**src/verilog/nv_store_pkg.sv**
```systemverilog
// Summary of operation
// - Read-only busy bit shows save/load running
// - Busy flag drives status pin when selected
// - Read-only error bit flags bad transfer
// - Error reads 1 on bad data, else 0
// - Soft reload with load-select low reloads settings
// - Soft reload bit clears itself once started
// - Write enable defaults 0, blocks memory writes
// - Write enable 1 allows saving to memory
// - Writing save trigger starts buffer-to-memory copy
// - Save trigger self-clears when save finishes
// - Command bit7 clear: length+1 bytes, address MSB-first
// - Commit strobe copies buffers to active, self-clears
// - End-of-data code terminates save or load
package nv_store_pkg;

  localparam int ADDR_W = 12;
  localparam int DATA_W = 8;

  // Register map
  localparam logic [11:0] REG_STATE   = 12'hB00;
  localparam logic [11:0] REG_ERROR   = 12'hB01;
  localparam logic [11:0] REG_CONTROL = 12'hB02;
  localparam logic [11:0] REG_SAVE    = 12'hB03;
  localparam logic [11:0] REG_COMMIT  = 12'h232;
  localparam logic [11:0] SEG_BASE    = 12'hA00;

  // Field positions
  localparam int BIT_BUSY   = 0;
  localparam int BIT_ERR    = 0;
  localparam int BIT_WR_EN  = 0;
  localparam int BIT_SOFT   = 1;
  localparam int BIT_SAVE   = 0;
  localparam int BIT_COMMIT = 0;
  localparam int BIT_OPCODE = 7;

  // Reset values
  localparam logic       WR_EN_RST = 1'b0;
  localparam logic       PIN_RST   = 1'b1;
  localparam logic [7:0] BYTE_RST  = 8'h00;

  // Segment operation codes
  localparam logic [7:0] OP_IO_UPDATE = 8'h80;
  localparam logic [7:0] OP_END       = 8'hFF;

  // Host spacing between transfers
  localparam int CLK_MHZ         = 40;
  localparam int HOLDOFF_US      = 10;
  localparam int HOLDOFF_CYCLES  = HOLDOFF_US * CLK_MHZ;

  typedef enum logic [2:0] {
    ST_IDLE  = 3'h0,
    ST_CMD   = 3'h1,
    ST_AHI   = 3'h2,
    ST_ALO   = 3'h3,
    ST_DATA  = 3'h4,
    ST_CHECK = 3'h5
  } xfer_state_t;

endpackage

```
**src/verilog/nv_store_ctrl.sv**
```systemverilog
`timescale 1ns/1ps
module nv_store_ctrl
  import nv_store_pkg::*;
#(
  parameter int NV_AW = 9
) (
  // Clock and reset
  input  wire logic              MCLK,
  input  wire logic              RST,
  // Register access from the serial port
  input  wire logic [ADDR_W-1:0] REG_ADDR,
  input  wire logic              REG_WR,
  input  wire logic [DATA_W-1:0] REG_WDATA,
  input  wire logic              REG_RD,
  output logic      [DATA_W-1:0] REG_RDATA,
  // Device pins and status source
  input  wire logic              NV_LOAD_SEL_N,
  input  wire logic              STATUS_SRC_NV,
  output logic                   STATUS_OUT,
  // Buffer register bank
  output logic      [ADDR_W-1:0] BUF_ADDR,
  input  wire logic [DATA_W-1:0] BUF_RDATA,
  output logic      [DATA_W-1:0] BUF_WDATA,
  output logic                   BUF_WE,
  // Strobes to the rest of the device
  output logic                   COMMIT,
  output logic                   SOFT_RESET
);

  xfer_state_t      state;
  xfer_state_t      next_state;
  logic             save_mode;
  logic             next_save_mode;
  logic             primed;
  logic             next_primed;
  logic [NV_AW-1:0] nv_ptr;
  logic [NV_AW-1:0] next_nv_ptr;
  logic [7:0]       seg_idx;
  logic [7:0]       next_seg_idx;
  logic [6:0]       len;
  logic [6:0]       next_len;
  logic [11:0]      data_addr;
  logic [11:0]      next_data_addr;
  logic [7:0]       csum;
  logic [7:0]       next_csum;
  logic             err;
  logic             next_err;
  logic             save_trig;
  logic             next_save_trig;
  logic             wr_en;
  logic             soft_bit;
  logic             commit_reg;
  logic             next_buf_we;
  logic [11:0]      next_buf_addr;
  logic [7:0]       next_buf_wdata;
  logic             next_commit;
  logic [7:0]       nv_mem [0:(1<<NV_AW)-1];
  logic             load_sel_n;

  pin_filter #(
    .RST_VAL (PIN_RST)
  ) u_load_sel (
    .clk   (MCLK),
    .rst   (RST),
    .pin   (NV_LOAD_SEL_N),
    .level (load_sel_n)
  );

  // Register decode
  wire       hit_state   = (REG_ADDR == REG_STATE);
  wire       hit_error   = (REG_ADDR == REG_ERROR);
  wire       hit_control = (REG_ADDR == REG_CONTROL);
  wire       hit_save    = (REG_ADDR == REG_SAVE);
  wire       hit_commit  = (REG_ADDR == REG_COMMIT);
  wire       idle        = (state == ST_IDLE);
  wire       busy        = !idle;

  // A save needs the write enable; a blocked request leaves the trigger at 0
  wire save_req   = REG_WR && hit_save && REG_WDATA[BIT_SAVE];
  wire start_save = save_req && wr_en && idle;
  // The pin is filtered, so a reload is honoured a few cycles after it falls
  wire load_req   = REG_WR && hit_control && REG_WDATA[BIT_SOFT];
  wire start_load = load_req && !load_sel_n && idle;
  wire host_commit = REG_WR && hit_commit && REG_WDATA[BIT_COMMIT];

  // During a save each buffer byte needs one cycle of address setup
  wire             byte_ready = !save_mode || primed || (state == ST_CHECK);
  wire             step       = busy && byte_ready;
  wire [7:0]       cur_byte   = save_mode ? BUF_RDATA : nv_mem[nv_ptr];
  wire [11:0]      seg_addr   = SEG_BASE + {4'h0, seg_idx};
  wire             nv_full    = &nv_ptr;
  wire             nv_we      = step && save_mode && wr_en;
  wire [7:0]       nv_wdata   = (state == ST_CHECK) ? csum : cur_byte;
  wire             cmd_is_op  = cur_byte[BIT_OPCODE];
  wire             seg_end    = (cur_byte == OP_END);
  wire             seg_update = !save_mode && (cur_byte == OP_IO_UPDATE);
  // Only a reload can compare; a save writes the sum instead
  wire             check_bad  = !save_mode && (cur_byte != csum);

  // Unused upper bits of every register read 0
  wire [7:0] rd_state   = {7'h00, busy};
  wire [7:0] rd_error   = {7'h00, err};
  wire [7:0] rd_control = {6'h00, soft_bit, wr_en};
  wire [7:0] rd_save    = {7'h00, save_trig};
  wire [7:0] rd_mux =
    hit_state   ? rd_state   :
    hit_error   ? rd_error   :
    hit_control ? rd_control :
    hit_save    ? rd_save    :
                  BYTE_RST;

  always_comb begin
    next_state     = state;
    next_save_mode = save_mode;
    next_primed    = primed;
    next_nv_ptr    = nv_ptr;
    next_seg_idx   = seg_idx;
    next_len       = len;
    next_data_addr = data_addr;
    next_csum      = csum;
    next_err       = err;
    next_save_trig = save_trig;
    next_buf_addr  = BUF_ADDR;
    next_buf_wdata = BUF_WDATA;
    next_buf_we    = 1'b0;
    next_commit    = host_commit;
    if (idle) begin
      // A new transfer clears the error left by the last one
      if (start_save || start_load) begin
        next_state     = ST_CMD;
        next_save_mode = start_save;
        next_save_trig = start_save;
        next_primed    = 1'b0;
        next_nv_ptr    = '0;
        next_seg_idx   = 8'h00;
        next_csum      = 8'h00;
        next_err       = 1'b0;
      end
    end else if (!byte_ready) begin
      // Save only: the bank address goes out a cycle before its byte
      next_buf_addr = (state == ST_DATA) ? data_addr : seg_addr;
      next_primed   = 1'b1;
    end else begin
      next_primed = 1'b0;
      next_nv_ptr = nv_ptr + 1'b1;
      if (state != ST_CHECK) begin
        next_csum = csum + cur_byte;
      end
      if (save_mode && (state != ST_DATA)) begin
        next_seg_idx = seg_idx + 8'h01;
      end
      unique case (state)
        ST_CMD: begin
          if (!cmd_is_op) begin
            next_len   = cur_byte[6:0];
            next_state = ST_AHI;
          end else if (seg_end) begin
            next_state = ST_CHECK;
          end else if (seg_update) begin
            next_commit = 1'b1;
          end
        end
        ST_AHI: begin
          next_data_addr = {cur_byte[3:0], data_addr[7:0]};
          next_state     = ST_ALO;
        end
        ST_ALO: begin
          next_data_addr = {data_addr[11:8], cur_byte};
          next_state     = ST_DATA;
        end
        ST_DATA: begin
          if (!save_mode) begin
            next_buf_addr  = data_addr;
            next_buf_wdata = cur_byte;
            next_buf_we    = 1'b1;
          end
          next_data_addr = data_addr + 12'h001;
          next_len       = len - 7'h01;
          if (len == 7'h00) begin
            next_state = ST_CMD;
          end
        end
        ST_CHECK: begin
          // Busy drops after the check byte has been handled, or earlier when the walk runs off the end of memory
          if (check_bad) begin
            next_err = 1'b1;
          end
          next_state     = ST_IDLE;
          next_save_trig = 1'b0;
        end
        default: begin
          next_state = ST_IDLE;
        end
      endcase
      // Running off the end of memory means the segment lacked its end code
      if (nv_full && (state != ST_CHECK)) begin
        next_err       = 1'b1;
        next_state     = ST_IDLE;
        next_save_trig = 1'b0;
      end
    end
  end

  // Sequencing state
  always_ff @(posedge MCLK) begin
    if (RST) begin
      state     <= ST_IDLE;
      save_mode <= 1'b0;
      primed    <= 1'b0;
      err       <= 1'b0;
      save_trig <= 1'b0;
    end else begin
      state     <= next_state;
      save_mode <= next_save_mode;
      primed    <= next_primed;
      err       <= next_err;
      save_trig <= next_save_trig;
    end
  end

  // Walk pointers and running sum
  always_ff @(posedge MCLK) begin
    if (RST) begin
      nv_ptr    <= '0;
      seg_idx   <= 8'h00;
      len       <= 7'h00;
      data_addr <= 12'h000;
      csum      <= 8'h00;
    end else begin
      nv_ptr    <= next_nv_ptr;
      seg_idx   <= next_seg_idx;
      len       <= next_len;
      data_addr <= next_data_addr;
      csum      <= next_csum;
    end
  end

  // Reload writes reach the bank one cycle after their byte is taken
  always_ff @(posedge MCLK) begin
    if (RST) begin
      BUF_ADDR  <= 12'h000;
      BUF_WDATA <= 8'h00;
      BUF_WE    <= 1'b0;
    end else begin
      BUF_ADDR  <= next_buf_addr;
      BUF_WDATA <= next_buf_wdata;
      BUF_WE    <= next_buf_we;
    end
  end

  // Host and opcode requests in one cycle merge into a single strobe
  always_ff @(posedge MCLK) begin
    if (RST) begin
      commit_reg <= 1'b0;
    end else begin
      commit_reg <= next_commit;
    end
  end

  // Write enable is written by every control write, busy or not
  always_ff @(posedge MCLK) begin
    if (RST) begin
      wr_en <= WR_EN_RST;
    end else if (REG_WR && hit_control) begin
      wr_en <= REG_WDATA[BIT_WR_EN];
    end
  end

  // The soft reload bit reads 1 for one cycle only, then clears itself
  always_ff @(posedge MCLK) begin
    if (RST) begin
      soft_bit   <= 1'b0;
      SOFT_RESET <= 1'b0;
    end else begin
      soft_bit   <= start_load;
      SOFT_RESET <= start_load;
    end
  end

  // Memory contents survive reset on purpose
  always_ff @(posedge MCLK) begin
    if (nv_we) begin
      nv_mem[nv_ptr] <= nv_wdata;
    end
  end

  // Read data holds between reads, so the host may fetch it late
  always_ff @(posedge MCLK) begin
    if (RST) begin
      REG_RDATA <= 8'h00;
    end else if (REG_RD) begin
      REG_RDATA <= rd_mux;
    end
  end

  // The pin lags busy by one cycle
  always_ff @(posedge MCLK) begin
    if (RST) begin
      STATUS_OUT <= 1'b0;
    end else begin
      STATUS_OUT <= STATUS_SRC_NV && busy;
    end
  end

  assign COMMIT = commit_reg;

endmodule // nv_store_ctrl

```
**src/verilog/pin_filter.sv**
```systemverilog
`timescale 1ns/1ps
module pin_filter
  import nv_store_pkg::*;
#(
  parameter logic RST_VAL = PIN_RST
) (
  input  wire logic clk,
  input  wire logic rst,
  input  wire logic pin,
  output logic      level
);

  logic s1;
  logic s2;
  logic s3;

  // A change is taken only once the last two stages agree
  always_ff @(posedge clk) begin
    if (rst) begin
      s1    <= RST_VAL;
      s2    <= RST_VAL;
      s3    <= RST_VAL;
      level <= RST_VAL;
    end else begin
      s1 <= pin;
      s2 <= s1;
      s3 <= s2;
      if (s2 == s3) begin
        level <= s3;
      end
    end
  end

endmodule // pin_filter

```
**config.mk**
```make
export PLATFORM = sky130hd
export DESIGN_NAME = nv_store_ctrl
export DESIGN_NICKNAME = d
export VERILOG_FILES = /design/src/verilog/nv_store_pkg.sv /design/src/verilog/nv_store_ctrl.sv /design/src/verilog/pin_filter.sv
export SDC_FILE = /design/constraint.sdc
export NUM_CORES = 2
export LEC_CHECK = 0
export ABC_AREA = 1
export BUFFER_PORTS_ARGS = -buffer_cell sky130_fd_sc_hd__buf_2
export CORE_UTILIZATION = 45
export DETAILED_ROUTE_END_ITERATION = 7
export GPL_ROUTABILITY_DRIVEN = 0
export SKIP_CTS_REPAIR_TIMING = 1
export SLEW_MARGIN = 20
export SYNTH_ARGS = -nofsm -noshare
export SYNTH_HDL_FRONTEND = slang
export SYNTH_SLANG_ARGS = --single-unit
```
**constraint.sdc**
```tcl
create_clock -name MCLK -period 58.4 [get_ports MCLK]
set_input_delay 0 -clock MCLK [delete_from_list [all_inputs] [get_ports MCLK]]
set_output_delay 0 -clock MCLK [all_outputs]
set_load 0.02 [all_outputs]
```
==> impl_summary.md <==
Clocking
The total number of clock tree sinks is approximately 4.2k. In this run the number of H-tree levels came out at 5. The clock-pin slew on the worst setup and hold paths is approximately 0.060 ns.

Counting along the longest clock path gives a buffer depth of 4. Clock tree synthesis selected as its root buffer the cell clkbuf_16. The later pin in the worst-skew pair is clocked with a latency of slightly below 1 ns. TritonCTS built the clock tree. The number of clock buffers inserted by TritonCTS is approximately 430.

Timing
The worst max-slew margin expressed relative to the limit is between 20% and 30%. The number of pins exceeding their max-slew limit in the final report is 0. Setup violations remaining at the end of the flow were counted as 0. The routed design could run at a clock period as short as approximately 11 ns.

The final cycle utilization of the critical path is between 10% and 20%. For this run, the top clock speed supported by timing is a little over 90 MHz. The measured slew at the worst slew-check pin is between 1 and 1.5 ns. The setup TNS after final layout is 0 ns. On the final layout, the worst clock skew is around 0.06 ns.

The count of final hold-check violations is 0. Setup repair after global routing left no endpoint under its margin.

Global routing
Entering global routing, the biggest net connects about 180 pins. The first global-routing pass estimated slightly below 700 mm of wire. The number of antenna violations at the first check in global routing is 21. The number of global-route vias before repair is between 100k and 150k.

The global-route congestion overflow total is 0. In the global route stage, overall resource usage came out at about a quarter.

Yosys
After technology mapping, the gate count stands at about 15k. In the synthesized netlist, mux cells make up 0% of the area. The dominant combinational cell family by area after synthesis is simple AND/OR/NAND/NOR gates. The fraction of the mapped netlist area in adder cells is less than 1%.

The cell area that synthesis handed to floorplanning was 171000 µm². The number of unique standard cell types used by synthesis is 45. After Yosys synthesis, and, or, nand and nor cells account for a little under a quarter of the synthesized area.

The synthesized netlist devotes less than 1% of its cell area to XOR and XNOR gates. The number of synthesized register bits is 4187. The fraction of the yosys area taken by sequential cells is between 70% and 80%. The count of synthesis-stage warnings from yosys is 0. The mean post-synth cell area is approximately 12 µm². The synthesized netlist devotes 0.538% of its cell area to compound gates.

Cells and area
In the layout the commonest cells are 4274 x nand2_1, 4123 x nand3_1, 4096 x edfxtp_1, 614 x nor2_1, 432 x clkbuf_16. Once layout is complete, the cells apart from fillers number 19.7k. The finished cells cover ~190000 µm². The final layout contains 14.4k nets. Summing all flip-flop and latch instances after layout gives 125000 µm². The count of fill cells added during filler insertion is roughly 33k. The area of the multi-input gates is 40700 µm². The most frequent standard cell in the layout excluding fill and tap cells is nand2_1. The layout-stage area growth over the synthesis result is 10.2%. In the final layout, the share of cells above drive strength 1 is between 6 and 7%.

Placement
The total half-perimeter wirelength after legalization and detailed placement is about 260 mm. Counting tap cells, the placed design contains a total of ~19k instances. Once placement finished, the instance area stood at 175000 µm². The quantity of I/O buffers inserted on ports is 53.

Routing
The number of iterations in the first detailed-routing pass is 7. In the routed design, unresolved DRC markers number 0. The final layout contains routed wiring with a total length of about 470 mm. The routed length per instance is between 20 and 25 µm. The count of routing violations after the opening detailed-route iteration is 13.0k. The total number of vias is 111k. Dividing the detail-routed via count by the number of cells gives roughly 5.6. The count of nets left with antenna violations once routing finished came out at 0.

Floorplanning
The die covers 383000 µm². The number of I/O pins is 66. The total area inside the core boundary comes to 379000 µm². The die is 619 µm tall.

Once the floorplan was initialized, standard cells occupied a little under half of the core. The floorplan has between 200 and 250 rows. The floorplan die width is a little over 600 µm.

Setup path
Data on the critical path is required at its endpoint by a little under 60 ns. The highest fanout seen on the critical path is roughly 140. The arrival time of the worst setup path is roughly 11 ns. The worst setup path is launched from a flip-flop. The category of the worst setup path capture point is a flip-flop. The type of the worst setup path is flip-flop to flip-flop.

Flow run
The total of max-cap violations is 0.

Min path
The worst min-delay path class is input port to flip-flop. The startpoint of the worst hold path is REG_ADDR[1].

Power and ir drop
The power per cell area is around 52 nW/µm². Summed over all cells, the static leakage comes to between 60 and 70 nW. Summing internal, switching and leakage power gives around 9.8 mW. The peak supply drop is a little under 60 µV.

Run status
The flow ran to the end, and the final reports show no timing, DRC or antenna violations.
[cell type report]
| class | instances | area share, % |
|---|---|---|
| antenna | 7 | 0.00929 |
| clock buffer | 530 | 5.99 |
| clock inverter | 250 | 1.21 |
| inverter | 150 | 0.338 |
| multi-input combinational | 9261 | 21.6 |
| sequential | 4187 | 66.2 |
| tap | 5016 | 3.33 |
| timing repair buffer | 301 | 1.38 |
[per-stage QoR]
| step | worst slack [ns] | hold slack [ns] | util (%) |
|---|---|---|---|
| finish | 47.66 | 0.0463 | 49.8 |
| detailed placement | 47.67 | 0.189 | 46.1 |
| global placement | 47.76 | 0.184 | 46.1 |
| floorplan | 32.63 | 0.0937 | - |
| global route | 47.10 | 0.0816 | 49.8 |
| CTS | 47.67 | -0.869 | 49.7 |
[final timing paths]
kind                          to  slack, ns  depth (start not counted)
setup / recovery  nv_mem[307][2]      47.66                         22
hold / removal      REG_RDATA[1]       0.05                          6
setup reg to reg  nv_mem[307][2]      47.66                         22
hold reg to reg    u_load_sel.s2       0.41                          1
[sequential cells by signal (all words and copies together), names as in the netlist, 2 cells and up, named ones only]
name and count:
len 7, data_addr 12, BUF_WDATA 8, nv_mem 4096
state 3, BUF_ADDR 12, csum 8, seg_idx 8
REG_RDATA 2, nv_ptr 9
[cells by family (layout without fill, tap and decap cells)]
group / count (synthesis) / after routing
and+or+nand+nor: 9065 / 9065
DFF: 4187 / 4187
buffers and inverters: 1142 / 1231
AOI/OAI and AO/OA: 167 / 167
adders and majority gates: 18 / 18
xor gates and xnor gates: 5 / 5
other: 1 / 13
[worst max-delay path, stage by stage (launching register included)]
cell and delay (ns):
dfxtp_4 0.74, buf_4 0.60, buf_12 0.51, buf_12 0.52, buf_4 0.78, buf_4 0.67, buf_4 0.61, nand2_1 0.10
nand3_1 0.10, nand3_1 0.12, nand3_1 0.15, nand3_1 0.17, nand3_1 0.28, nand3_1 0.33, nand3_1 0.19, nand3_1 0.11
nand2_1 0.39, nand2_1 0.21, a31oi_4 0.16, buf_4 0.69, buf_4 0.83, buf_4 0.83, buf_4 0.78
[cells in the mapped netlist (all sizes together)]
cell type,instances,area (µm²)
nand2,4286,16100
nand3,4125,20600
edfxtp,4096,123000
buf,810,4570
nor2,618,2330
clkbuf,182,683
inv,135,509
dfxtp,91,1820
a21oi,69,345
o21ai,65,325
nor3,20,121
ha,16,200
clkinv,15,56.3
a31oi,13,81.3
nand4,5,31.3
nor4,5,31.3
or2,5,31.3
a221oi,4,35.0
o211ai,4,35.0
xor2,4,35.0
a211oi,2,15.0
a32oi,2,17.5
o22ai,2,12.5
o311a,2,20.0
a22oi,1,7.51
conb,1,3.75
fa,1,20.0
maj3,1,10.0
nand3b,1,7.51
o21a,1,7.51
o21bai,1,7.51
o221a,1,11.3
xnor2,1,8.76
[report_power, final]
part | leakage (nW) | internal [mW] | switching (mW)
Sequential | 37.6 | 4.07 | 0.0215
Combinational | 20.2 | 0.609 | 2.39
Clock | 6.65 | 1.53 | 1.15
Total | 64.5 | 6.21 | 3.56
[layer usage]
| layer | share of wire (%) | GRT usage (%) | up-vias |
|---|---|---|---|
| li1 | - | - | 51200 |
| met1 | 42 | 34.1 | 54400 |
| met2 | 46 | 37.7 | 4561 |
| met3 | 8.5 | 3.98 | 765 |
| met4 | 3.6 | 8.87 | 2 |
| met5 | 0.014 | 0.126 | - |
No activity file was read; power rests on OpenSTA's default activity.
